`src/sc2_pkg.sv`:
```
// Package for the second serial control register block
package sc2_pkg;
  localparam logic [2:0] SC2_ADDR_CTRL2  = 3'h0;
  localparam logic [2:0] SC2_ADDR_CTRL1  = 3'h1;
  localparam logic [2:0] SC2_ADDR_FLAGS  = 3'h2;
  localparam logic [2:0] SC2_ADDR_STAT   = 3'h3;
  localparam logic [2:0] SC2_ADDR_MASK   = 3'h4;
  localparam logic [2:0] SC2_ADDR_DATA   = 3'h5;
  localparam int SC2_BIT_TX_EMPTY_IE = 7;
  localparam int SC2_BIT_TX_DONE_IE  = 6;
  localparam int SC2_BIT_RX_FULL_IE  = 5;
  localparam int SC2_BIT_IDLE_IE     = 4;
  localparam int SC2_BIT_TX_ON       = 3;
  localparam int SC2_BIT_RX_ON       = 2;
  localparam int SC2_BIT_RX_STANDBY  = 1;
  localparam int SC2_BIT_BREAK_Q     = 0;
  localparam int SC2_BIT_LOOP_SEL    = 0;
  localparam int SC2_BIT_SRC_SEL     = 1;
  localparam int SC2_BIT_LINE_DIR    = 2;
  localparam logic [7:0] SC2_CTRL2_RST = 8'h00;
  localparam logic [7:0] SC2_CTRL1_RST = 8'h00;
  localparam logic [7:0] SC2_MASK_RST  = 8'h00;
  localparam int SC2_CLK_HZ  = 100_000_000;
  localparam int SC2_BAUD    = 115_200;
  localparam int SC2_BIT_CYC = SC2_CLK_HZ / SC2_BAUD;
  localparam int SC2_FRAME_BITS = 10;

  typedef struct packed {
    logic [2:0] addr;
    logic [7:0] wdata;
    logic       wr;
    logic       rd;
  } sc2_bus_type;

  typedef struct packed {
    logic o;
    logic oe;
  } sc2_pin_type;
endpackage : sc2_pkg

```
`src/sc2_tx_shifter.sv`:
```
// Serial shifter: sends one data, idle or break frame at a time
`timescale 1ns/100ps
module sc2_tx_shifter #(
  parameter int BIT_CYC    = 868,
  parameter int FRAME_BITS = 10
) (
  input  wire logic       i_ref_clk,
  input  wire logic       i_arst_n,
  input  wire logic       i_start,
  input  wire logic [9:0] i_frame,
  output logic            o_busy,
  output logic            o_line
);
  logic [9:0]  shift_r;
  logic [15:0] cyc_r;
  logic [3:0]  bits_r;
  logic        busy_r;
  wire         bit_end = (cyc_r == 16'(BIT_CYC - 1));
  wire         last    = (bits_r == 4'(FRAME_BITS - 1));

  always_ff @(posedge i_ref_clk or negedge i_arst_n) begin
    if (!i_arst_n) begin
      shift_r <= 10'h3FF;
      cyc_r   <= 16'h0000;
      bits_r  <= 4'h0;
      busy_r  <= 1'b0;
    end else if (!busy_r) begin
      if (i_start) begin
        shift_r <= i_frame;
        busy_r  <= 1'b1;
      end
      cyc_r  <= 16'h0000;
      bits_r <= 4'h0;
    end else if (bit_end) begin
      cyc_r   <= 16'h0000;
      shift_r <= {1'b1, shift_r[9:1]};
      bits_r  <= bits_r + 4'h1;
      if (last) begin
        busy_r <= 1'b0;
      end
    end else begin
      cyc_r <= cyc_r + 16'h0001;
    end
  end

  assign o_busy = busy_r;
  assign o_line = busy_r ? shift_r[0] : 1'b1;
endmodule : sc2_tx_shifter

```
`src/sc2_ctrl.sv`:
```
// Second serial control register with transmitter pin ownership and interrupts
//
// Design decisions made here: the placing of the registers and the address-and-strobe port.
`timescale 1ns/100ps
import sc2_pkg::*;
module sc2_ctrl #(
  parameter int BIT_CYC = SC2_BIT_CYC
) (
  input  wire logic              i_ref_clk,
  input  wire logic              i_arst_n,
  input  wire sc2_pkg::sc2_bus_type i_bus,
  output logic [7:0]             o_rdata,
  input  wire logic              i_rx_full_flag,
  input  wire logic              i_line_idle_flag,
  input  wire logic              i_txd_pin,
  input  wire logic              i_rxd_pin,
  output logic                   o_txd_out,
  output logic                   o_txd_oe,
  output logic                   o_rx_line,
  output logic                   o_rx_pin_used,
  output logic                   o_irq_req,
  output logic                   o_irq
);
  import sc2_pkg::*;

  logic [7:0] ctrl2_r;
  logic [7:0] ctrl1_r;
  logic [7:0] mask_r;
  logic [3:0] stat_r;
  logic [7:0] buf_r;
  logic       buf_full_r;
  logic       idle_q_r;
  logic       brk_q_r;
  logic       tx_empty_r;
  logic       tx_done_r;
  logic       own_r;
  logic [7:0] rdata_r;
  logic       irq_req_r;
  logic       irq_r;
  logic       txd_r;
  logic       oe_r;
  logic       rxl_r;
  logic       rxu_r;
  logic       txs1_r;
  logic       txs2_r;
  logic       rxs1_r;
  logic       rxs2_r;
  logic       sh_busy;
  logic       sh_line;

  wire wr_c2   = i_bus.wr && (i_bus.addr == SC2_ADDR_CTRL2);
  wire wr_c1   = i_bus.wr && (i_bus.addr == SC2_ADDR_CTRL1);
  wire wr_stat = i_bus.wr && (i_bus.addr == SC2_ADDR_STAT);
  wire wr_mask = i_bus.wr && (i_bus.addr == SC2_ADDR_MASK);
  wire wr_data = i_bus.wr && (i_bus.addr == SC2_ADDR_DATA);
  wire tx_on   = ctrl2_r[SC2_BIT_TX_ON];
  wire new_on  = i_bus.wdata[SC2_BIT_TX_ON];
  wire brk_new = i_bus.wdata[SC2_BIT_BREAK_Q];
  // Off-to-on edge of the enable queues an idle frame
  wire te_rise = wr_c2 && new_on && !tx_on;
  wire brk_rel = wr_c2 && !brk_new && ctrl2_r[SC2_BIT_BREAK_Q];
  wire single  = ctrl1_r[SC2_BIT_LOOP_SEL] && ctrl1_r[SC2_BIT_SRC_SEL];
  wire loop_on = ctrl1_r[SC2_BIT_LOOP_SEL];
  // Idle and break frames take priority over data so their order is kept
  wire go_idle = !sh_busy && idle_q_r;
  wire go_brk  = !sh_busy && !idle_q_r && brk_q_r;
  // Data buffered while enabled still leaves after the enable clears, or the pin is never freed
  wire go_data = !sh_busy && !idle_q_r && !brk_q_r && buf_full_r;
  wire start   = go_idle || go_brk || go_data;
  wire [9:0] frame = go_idle ? 10'h3FF : (go_brk ? 10'h000 : {1'b1, buf_r, 1'b0});
  wire pending = sh_busy || idle_q_r || brk_q_r || buf_full_r;
  wire own_nxt = tx_on || (own_r && pending);
  wire [3:0] ev = {tx_empty_r, tx_done_r, i_rx_full_flag, i_line_idle_flag};
  wire [3:0] en = ctrl2_r[7:4];
  wire req_nxt = |(ev & en);
  wire [3:0] stat_nxt = (stat_r & ~(wr_stat ? i_bus.wdata[3:0] : 4'h0)) | (ev & en);
  wire drive   = own_r && (!single || ctrl1_r[SC2_BIT_LINE_DIR]);
  wire [7:0] rd_mux = (i_bus.addr == SC2_ADDR_CTRL2) ? ctrl2_r :
                      (i_bus.addr == SC2_ADDR_CTRL1) ? ctrl1_r :
                      (i_bus.addr == SC2_ADDR_FLAGS) ? {4'h0, ev} :
                      (i_bus.addr == SC2_ADDR_STAT)  ? {4'h0, stat_r} :
                      (i_bus.addr == SC2_ADDR_MASK)  ? mask_r : 8'h00;

  sc2_tx_shifter #(
    .BIT_CYC    (BIT_CYC),
    .FRAME_BITS (SC2_FRAME_BITS)
  ) u_shift (
    .i_ref_clk (i_ref_clk),
    .i_arst_n  (i_arst_n),
    .i_start   (start),
    .i_frame   (frame),
    .o_busy    (sh_busy),
    .o_line    (sh_line)
  );

  // Register file, writable at any time
  always_ff @(posedge i_ref_clk or negedge i_arst_n) begin
    if (!i_arst_n) begin
      ctrl2_r <= SC2_CTRL2_RST;
      ctrl1_r <= SC2_CTRL1_RST;
      mask_r  <= SC2_MASK_RST;
      rdata_r <= 8'h00;
    end else begin
      if (wr_c2) ctrl2_r <= i_bus.wdata;
      if (wr_c1) ctrl1_r <= i_bus.wdata;
      if (wr_mask) mask_r <= i_bus.wdata;
      rdata_r <= i_bus.rd ? rd_mux : 8'h00;
    end
  end

  // Transmit queue state
  always_ff @(posedge i_ref_clk or negedge i_arst_n) begin
    if (!i_arst_n) begin
      buf_r      <= 8'h00;
      buf_full_r <= 1'b0;
      idle_q_r   <= 1'b0;
      brk_q_r    <= 1'b0;
      tx_empty_r <= 1'b1;
      tx_done_r  <= 1'b1;
    end else begin
      if (wr_data && tx_on) begin
        buf_r      <= i_bus.wdata;
        buf_full_r <= 1'b1;
        tx_empty_r <= 1'b0;
      end else if (go_data) begin
        buf_full_r <= 1'b0;
        tx_empty_r <= 1'b1;
      end
      if (te_rise) idle_q_r <= 1'b1;
      else if (go_idle) idle_q_r <= 1'b0;
      if (brk_rel) brk_q_r <= 1'b1;
      else if (go_brk) brk_q_r <= 1'b0;
      if (te_rise || brk_rel || (wr_data && tx_on)) tx_done_r <= 1'b0;
      else if (!pending && !start) tx_done_r <= 1'b1;
    end
  end

  // Sticky status: a new event wins over a write-one clear in the same cycle
  always_ff @(posedge i_ref_clk or negedge i_arst_n) begin
    if (!i_arst_n) begin
      stat_r    <= 4'h0;
      irq_req_r <= 1'b0;
      irq_r     <= 1'b0;
    end else begin
      stat_r    <= stat_nxt;
      irq_req_r <= req_nxt;
      irq_r     <= |(stat_nxt & mask_r[3:0]);
    end
  end

  // Pins; inputs pass two flops before use
  always_ff @(posedge i_ref_clk or negedge i_arst_n) begin
    if (!i_arst_n) begin
      own_r  <= 1'b0;
      txd_r  <= 1'b1;
      oe_r   <= 1'b0;
      rxl_r  <= 1'b1;
      rxu_r  <= 1'b0;
      txs1_r <= 1'b1;
      txs2_r <= 1'b1;
      rxs1_r <= 1'b1;
      rxs2_r <= 1'b1;
    end else begin
      txs1_r <= i_txd_pin;
      txs2_r <= txs1_r;
      rxs1_r <= i_rxd_pin;
      rxs2_r <= rxs1_r;
      own_r  <= own_nxt;
      txd_r  <= sh_line;
      oe_r   <= drive;
      // Loopback hears the shifter; single wire hears the shared pin, or the shifter while driving it
      rxl_r  <= !loop_on ? rxs2_r : (single ? (drive ? sh_line : txs2_r) : sh_line);
      rxu_r  <= ctrl2_r[SC2_BIT_RX_ON] && !loop_on;
    end
  end

  assign o_rdata       = rdata_r;
  assign o_txd_out     = txd_r;
  assign o_txd_oe      = oe_r;
  assign o_rx_line     = rxl_r;
  assign o_rx_pin_used = rxu_r;
  assign o_irq_req     = irq_req_r;
  assign o_irq         = irq_r;
endmodule : sc2_ctrl

```
`config.mk`:
```
export PLATFORM = sky130hd
export DESIGN_NAME = sc2_ctrl
export DESIGN_NICKNAME = d
export VERILOG_FILES = /design/src/sc2_pkg.sv /design/src/sc2_tx_shifter.sv /design/src/sc2_ctrl.sv
export SDC_FILE = /design/constraint.sdc
export NUM_CORES = 1
export LEC_CHECK = 0
export BUFFER_PORTS_ARGS = -buffer_cell sky130_fd_sc_hd__clkbuf_2
export CAP_MARGIN = 0
export CORE_ASPECT_RATIO = 1.75
export CORE_MARGIN = 8
export CORE_UTILIZATION = 64
export DETAILED_ROUTE_END_ITERATION = 8
export MAX_ROUTING_LAYER = met4
export PLACE_DENSITY = 0.89
export SLEW_MARGIN = 10
export SYNTH_ARGS = -nofsm -noshare
export SYNTH_HDL_FRONTEND = slang
export SYNTH_HIERARCHICAL = 1
export SYNTH_SLANG_ARGS = --single-unit
```
`constraint.sdc`:
```
create_clock -name i_ref_clk -period 4.75 [get_ports i_ref_clk]
set_input_delay 0.95 -clock i_ref_clk [delete_from_list [all_inputs] [get_ports i_ref_clk]]
set_output_delay 0.95 -clock i_ref_clk [all_outputs]
set_load 0.005 [all_outputs]
```
Word level (Yosys, flattened, before mapping)
Cells that the tools add are included.

Memories kept: 0. RAM bits: 0. Bits of input ports: 19. Register bits after elaboration: 91. Bits in latches: 0. Word-level logic and storage cells: 122. Memory bits (read-only): 0.

Multiplexer cells: 34. $lt $le $gt $ge: 0. $mul: 0. Add/sub/neg operators: 2. Shift operators: 0. Div/mod/pow operators: 0. Eq/ne operators: 8. Reductions and logical operators: 47. Bitwise gates (word level): 5.

Operator list (count): 10-bit two-way mux (5); 8-bit two-way mux (6); 16-bit two-way mux (2); 1-bit logical AND (20); 1-bit two-way mux (18); 16-bit by 1-bit adder with 16-bit output (second input constant) (1); 16-bit by 10-bit == test with 1-bit output (second input constant) (1); 4-bit bitwise AND (3); 4-bit two-way mux (3); 2-bit nonzero test (5); 1-bit zero test (9); 1-bit logical OR (9); 4-bit OR reduction (2); 3-bit by 2-bit == test with 1-bit output (second input constant) (2); 3-bit == test (second input constant) (2); 4-bit by 1-bit adder with 4-bit output (second input constant) (1); 4-bit == test (second input constant) (1); 4-bit inverter (1); 4-bit bitwise OR (1); 3-bit by 1-bit == test with 1-bit output (second input constant) (1); 3-bit zero test (1); 2-bit != test (second input constant) (1); 2-bit AND reduction (1).

Logic depth before layout (Yosys ltp)
Gate-level depths: netlist (run 1).

Depth in word-level cells: 9. Mapped depth: 7.

Hierarchy
Netlist (run 1), hierarchy kept.

By module, submodules not included: sc2_ctrl (area each 2666.3 um2, seq. area each 1511.4 um2, cells each 231, instances 1); sc2_tx_shifter (area each 1569.0 um2, seq. area each 788.3 um2, cells each 167, instances 1).

Least setup slack after synthesis (run 1)
Ideal clock, no wire load.

Kind: input -> register. Start: input i_bus[12] (netlist name). End: register mask_r[4]. Data required time: 4625 ps. Arrival time: 2037 ps. Cell stages on the path: 5. Setup slack: 2588 ps. Buffers on the path: 2. Path through: buf_4 -> nor3b_4 -> and2_1 -> buf_2 -> mux2_2.

Cells in the longest elaborated chain, start to end: 2.

Ends and longest elaborated chain: from (decl) (RTL line sc2_ctrl.sv:11) `input wire sc2_pkg::sc2_bus_type i_bus,`; 3-bit == test (RTL line sc2_ctrl.sv:54) `wire wr_mask = i_bus.wr && (i_bus.addr == SC2_ADDR_MASK);`; 1-bit logical AND (RTL line sc2_ctrl.sv:54); to (signal assigned) (RTL line sc2_ctrl.sv:106) `if (wr_mask) mask_r <= i_bus.wdata;`; to (decl) (RTL line sc2_ctrl.sv:28) `logic [7:0] mask_r;`.

Every way passes these cells. A chain may end at the register's enable or synchronous reset.

Worst setup path after layout (run 1)
Start: register u_shift.cyc_r[0]. End: register u_shift.cyc_r[4].

Cells in the longest elaborated chain, start to end: 3.

Ends and longest elaborated chain: from (decl) (RTL line sc2_tx_shifter.sv:15) `logic [15:0] cyc_r;`; from (signal assigned) (RTL line sc2_tx_shifter.sv:42) `cyc_r <= cyc_r + 16'h0001;`; 16-bit by 1-bit adder with 16-bit output / 16-bit by 10-bit == test with 1-bit output (equally long branches) (RTL line sc2_tx_shifter.sv:42, sc2_tx_shifter.sv:18); 16-bit two-way mux (*) (RTL line sc2_tx_shifter.sv:34) `end else if (bit_end) begin`; 16-bit two-way mux (*) (RTL line sc2_tx_shifter.sv:27) `end else if (!busy_r) begin`.

Mark *: on every way between the ends. The rest lies on a longest branch, timed or not.

==> flow_summary.yaml, run 1 <==
setup_path:
  rr_endpoint: "u_shift/cyc_r[4]$_DFF_PN0_"
  crit_path_top_delay_cell: "nand2_1"
  path_buf_inv: 0
  path_cells: "ha_1, and3_1, nand4_1, nand2_1, nor2_1"
  critPathKind: "reg2reg"
  cp-start-kind: "flip-flop"
  required_ns: 4.95
  arrival_ns: 2.47
  crit_fanout: 15
  rrSetupSlack_ns: 2.49
  cp-end-kind: "flip-flop"
  startpoint: "u_shift/cyc_r[0]$_DFF_PN0_"
  r2r_start: "u_shift/cyc_r[0]$_DFF_PN0_"
  worstRegToRegCells: 5
  path_delay_family: "simple AND/OR/NAND/NOR gates"
  max_stage_delay_ns: 0.63
final_layout:
  drive_above_1_share_pct: 23.8
  syn2layout_area_growth_pct: 11.1
  fill_cells: 437
  layout.nets: 442
  stdcell_count: 507
  num_antenna_cells: 0
  fin_util_pct: 72.5
placement:
  hpwlAfterDp_mm: 6.45
  place_inst: 491
  port_buffers: 32
  place.gp.congestion: 0.908
detailed_routing:
  drt_first_pass_iters: 5
  wl_per_cell_um: 19.1
  vias: 3137
  ant_nets: 0
  wl_mm: 9.71
  drc: 0
  vias_per_cell: 6.19
  drt_iter0_drc: 203
synth:
  synth_top_cell_area_share_pct: 43.1
  syn_avg_cell_area_sq_um: 10.6
  synth_nets: 420
  synth_area_leaders: "dfrtp_1 (43%), dfstp_2 (11%), mux2_2 (5.3%)"
  synth_most_common_cell: "dfrtp_1"
  syn_inst: 398
  ys_warn_count: 6
  synth_edf_count: 0
  synth.distinct_cells: 49
  yosys.area.top_type: "dfrtp_1"
  synth_seq_area_share_pct: 54.3
  synthTopCellsByCount: "dfrtp_1 (73), nand2_1 (39), nand3_1 (36), nor2_1 (27), mux2_2 (20)"
  ys_seq_elements: 91
  synth_area_sq_um: 4240
  synthArstFlopShare_pct: 100
  yosys_most_used_dff: "dfrtp_1"
timing:
  hold_viol: 0
  max_freq_ghz: 0.442
  hold_ws_ns: 0.355
  layout_worst_path_cycle_share_pct: 47.7
  clock_skew_ns: 0.00630
  min_period_ns: 2.26
  slew_headroom_pct: 26.1
  max_slew.worst_pin.slew_ns: 1.11
  rsz0062_at_grt: "no"
  setup_viol: 0
  setup_tns_ns: 0
  maxSlewViolCount: 0
outcome:
  status: "completed"
power_and_ir_drop:
  powerDensity_nw_per_um2: 407
  irDropWorstVdd_uv: 297
  total_leakage_power_nw: 2.12
global_route:
  grt_start_max_net_pins: 92
  grt_pass1_wl_mm: 16.3
  antenna_found_initial: 0
  grt_pass1_vias: 3392
  grt-ovfl-total: 0
  track_usage_pct: 22.5
clock_network:
  clk_pin_slew_ns: 0.06
  cts_inserted_buffers: 9
  cts_buffer_depth: 2
  clkLatencyLatePin_ns: 0.34
  post-cts-setup-buffers: 0
  cts_hold_buf: 0
  h-tree-depth: 3
  ctsResizeCount: 0
  cts_tree: "done"
  cts-root-buf: "clkbuf_16"
  clock-sinks: 91
job:
  cap_violations: 0
floorplanning:
  core_sq_um: 6490
  die_h_um: 124
  rows: 39
  dieArea_sq_um: 9580
  io_pins: 33
  initial_utilization_pct: 65.3
  die_w_um: 77.5
worst_hold_path:
  hold_class: "reg2reg"
  hold_depth: 0
  min_from: "rxs1_r$_DFF_PN1_"
  whs_endpoint: "rxs2_r$_DFF_PN1_"
-- sequential cells by signal (all words and copies together), names as in the netlist, 4 cells and up --
name / cells
ctrl1_r: 8
o_rdata: 8
buf_r: 8
u_shift/cyc_r: 16
u_shift/shift_r: 10
stat_r: 4
ctrl2_r: 8
mask_r: 8
u_shift/bits_r: 4
-- layout make-up --
type / count / area (sq um) / area share [%]
Clock inverter: 4 / 47.5 / 1.01
Tap cell: 82 / 103 / 2.18
Timing Repair Buffer: 33 / 170 / 3.62
Multi-Input combinational cell: 269 / 1760 / 37.4
Inverter: 16 / 60.1 / 1.28
Sequential cell: 91 / 2300 / 48.9
Clock buffer: 12 / 267 / 5.66
-- report_power, final --
part           internal [mW]  switching [mW]
Combinational          0.113           0.115
Sequential             0.878          0.0798
Clock                  0.448           0.283
-- metrics by stage --
| step | cell area, sq um | setup slack [ns] | total power [mW] |
|---|---|---|---|
| final | 4710 | 2.49 | 1.92 |
| after global routing | 4710 | 2.27 | 1.99 |
| after CTS | 4710 | 2.47 | 1.93 |
| after detailed placement | 4390 | 2.20 | 1.18 |
| after global placement | 4390 | 2.28 | 1.17 |
| after floorplan | 4240 | 2.59 | 1.09 |
-- routing by layer --
| layer | track usage, % | part of all wire (%) | vias up |
|---|---|---|---|
| met3 | 6.14 | 5.6 | 34 |
| met5 | - | 0 | - |
| met1 | 20.8 | 35 | 1522 |
| met4 | 14.1 | 5.0 | 0 |
| met2 | 40.2 | 55 | 131 |
| li1 | - | - | 1450 |
-- cells in the final DEF, fill, tap and decap left out, drive strengths merged, types with 16 or more instances in the layout --
master / instances
o21ai: 19
nand2: 39
a21oi: 16
clkbuf: 43
inv: 16
dfstp: 18
dfrtp: 73
nor2: 27
mux2: 27
nand3: 37
-- how the worst max path moves through the flow --
| stage | depth (start not counted) | slack, ns | endpoint |
|---|---|---|---|
| global placement | 4 | 2.28 | mask_r[4]$_DFFE_PN0P_ |
| detailed placement | 4 | 2.20 | mask_r[4]$_DFFE_PN0P_ |
| CTS | 4 | 2.47 | u_shift/cyc_r[2]$_DFF_PN0_ |
| floorplan | 5 | 2.59 | mask_r[4]$_DFFE_PN0P_ |
| finish | 5 | 2.49 | u_shift/cyc_r[4]$_DFF_PN0_ |
| global route | 4 | 2.27 | u_shift/cyc_r[8]$_DFF_PN0_ |
-- cell families (layout without fill, tap and decap cells) --
kind of cell             Yosys count  after routing  synth area share (%)
buffers and inverters             38             65                  4.14
adder cells (fa/ha/maj)            3              3                 0.886
multiplexers                      32             32                  8.98
flip-flops                        91             91                  54.3
XOR/XNOR                          14             14                  2.90
AND/OR/NAND/NOR                  152            152                  18.4
AO/OA/AOI/OAI                     68             68                  10.4
Note: power is estimated with default switching activity, not from simulation.
==> run 2: changes to the inputs <==
--- a/config.mk
+++ b/config.mk
@@ -9,10 +9,10 @@
 export CAP_MARGIN = 0
 export CORE_ASPECT_RATIO = 1.75
 export CORE_MARGIN = 8
-export CORE_UTILIZATION = 64
+export CORE_UTILIZATION = 54
 export DETAILED_ROUTE_END_ITERATION = 8
 export MAX_ROUTING_LAYER = met4
-export PLACE_DENSITY = 0.89
+export PLACE_DENSITY = 0.81
 export SLEW_MARGIN = 10
 export SYNTH_ARGS = -nofsm -noshare
 export SYNTH_HDL_FRONTEND = slang
==> constraint.sdc (replaced) <==
create_clock -name i_ref_clk -period 1.8 [get_ports i_ref_clk]
set_input_delay 0.36 -clock i_ref_clk [delete_from_list [all_inputs] [get_ports i_ref_clk]]
set_output_delay 0.36 -clock i_ref_clk [all_outputs]
set_load 0.005 [all_outputs]
==> flow_summary.yaml, run 2 (synthesis gave the netlist of run 1 again) <==
timing:
  slew_headroom_pct: 69.0
  maxSlewViolCount: 0
  layout_worst_path_cycle_share_pct: 94.5
  min_period_ns: 1.70
  setup_ws_ns: 0.0996
  max_freq_ghz: 0.588
  hold_viol: 0
  clock_skew_ns: 0.00565
  hold_ws_ns: 0.0400
  setup_viol: 0
  max_slew.worst_pin.slew_ns: 0.465
global_route:
  grt_pass1_vias: 3302
  antenna_found_initial: 0
  grt_pass1_wl_mm: 16.0
  grt-ovfl-total: 0
  grt_start_max_net_pins: 92
  track_usage_pct: 18.3
power_and_ir_drop:
  total_leakage_power_nw: 2.25
  irDropWorstVdd_uv: 628
  power.total_mw: 5.06
  powerDensity_nw_per_um2: 1030
clock_network:
  clkLatencyLatePin_ns: 0.34
  cts_buffer_depth: 2
  clk_pin_slew_ns: 0.06
  clock-sinks: 91
  cts_inserted_buffers: 9
  h-tree-depth: 3
  cts-root-buf: "clkbuf_16"
  cts_tree: "done"
setup_path:
  cp-start-kind: "flip-flop"
  rrSetupSlack_ns: 0.1
  worstRegToRegCells: 6
  rr_endpoint: "u_shift/bits_r[3]$_DFFE_PN0P_"
  critPathKind: "reg2reg"
  cp-end-kind: "flip-flop"
  required_ns: 2.06
  crit_fanout: 7
  arrival_ns: 1.96
  r2r_start: "u_shift/cyc_r[0]$_DFF_PN0_"
final_layout:
  num_antenna_cells: 0
  layout.nets: 467
  multi_input_area_sq_um: 1770
  drive_above_1_share_pct: 28.4
  top_regs: "u_shift/cyc_r x16, u_shift/shift_r x10"
  syn2layout_area_growth_pct: 16.5
  fin_area_sq_um: 4930
  fill_cells: 586
  largest_reg_flops: 16
  final_common_cell: "dfrtp_1"
  top_register: "u_shift/cyc_r"
  final_cell_mix: "dfrtp_1 (73), nand2_1 (39), nand3_1 (36), clkbuf_2 (31), nor2_1 (27)"
  seqCellArea_sq_um: 2300
  fin_util_pct: 63.7
placement:
  pre_cts_slack_ns: 0.0723
  place.gp.congestion: 0.964
  port_buffers: 32
  place_area_sq_um: 4600
  hpwlAfterDp_mm: 6.81
detailed_routing:
  drt_first_pass_iters: 5
  wl_mm: 9.64
  ant_nets: 0
  vias_per_cell: 5.94
  drt_iter0_drc: 251
  wl_per_cell_um: 17.9
  vias: 3207
  drc: 0
floorplanning:
  core_sq_um: 7750
  io_pins: 33
  dieArea_sq_um: 11000
  die_w_um: 82.9
  die_h_um: 133
  rows: 43
  initial_utilization_pct: 54.7
job:
  cap_violations: 0
outcome:
  status: "completed"
worst_hold_path:
  hold_class: "in2async"
run 2: changes by cell type in the layout (fill, tap and decap cells not counted), sizes merged:
cell	change
inv	+2
buf	+25
clkbuf	-2
run 2: how the worst max path moves through the flow:
stage	startpoint	cells past startpoint	slack, ns	to
global placement	i_bus[12]	4	0.14	o_irq$_DFF_PN0_
global route	u_shift/cyc_r[0]$_DFF_PN0_	6	-0.05	u_shift/bits_r[3]$_DFFE_PN0P_
floorplan	i_bus[12]	5	0.23	mask_r[4]$_DFFE_PN0P_
detailed placement	u_shift/cyc_r[12]$_DFF_PN0_	5	0.07	u_shift/shift_r[9]$_DFFE_PN1P_
finish	u_shift/cyc_r[0]$_DFF_PN0_	6	0.1	u_shift/bits_r[3]$_DFFE_PN0P_
CTS	u_shift/cyc_r[12]$_DFF_PN0_	5	0.08	u_shift/shift_r[9]$_DFFE_PN1P_
run 2: report_power, final:
| group | leakage [nW] | switching [mW] | internal [mW] |
|---|---|---|---|
| clock network | 0.151 | 0.815 | 1.13 |
| logic | 1.02 | 0.288 | 0.314 |
| registers | 1.08 | 0.202 | 2.31 |
run 2: timing repair:
| action | 4_1_cts | 5_1_grt |
|---|---|---|
| resized for setup | 0 | 2 |
| hold buffers | 0 | 0 |
| setup endpoints to repair | 0 | 4 |
| buffers inserted | 0 | 2 |
run 2: per-layer routing:
metal | vias to the layer above | wire length, um | GRT usage [%]
met3 | 28 | 438 | 4.52
met4 | 0 | 377 | 10.4
met5 | - | 0 | -
li1 | 1495 | - | -
met2 | 104 | 5310 | 32.7
met1 | 1580 | 3520 | 17.3
run 2: layout make-up:
cell class	count	area share [%]
clock buffers	10	4.84
flip-flops and latches	91	46.6
repair buffers	58	7.76
inverters	16	1.22
well taps	90	2.28
multi-input cells	269	35.9
clock inverters	6	1.45
run 2: stage by stage:
step                instances  setup TNS, ns
finish                    540              0
global route              540        -0.0678
CTS                       538              0
detailed placement        522              0
global placement          522              0
floorplan                 398              0
run 2: worst max-delay path: stages, from the launching register on:
cell and delay (ns):
dfrtp_1 0.41, ha_1 0.20, and3_1 0.21, nand4_1 0.11
buf_4 0.19, or3_1 0.35, a21oi_1 0.17
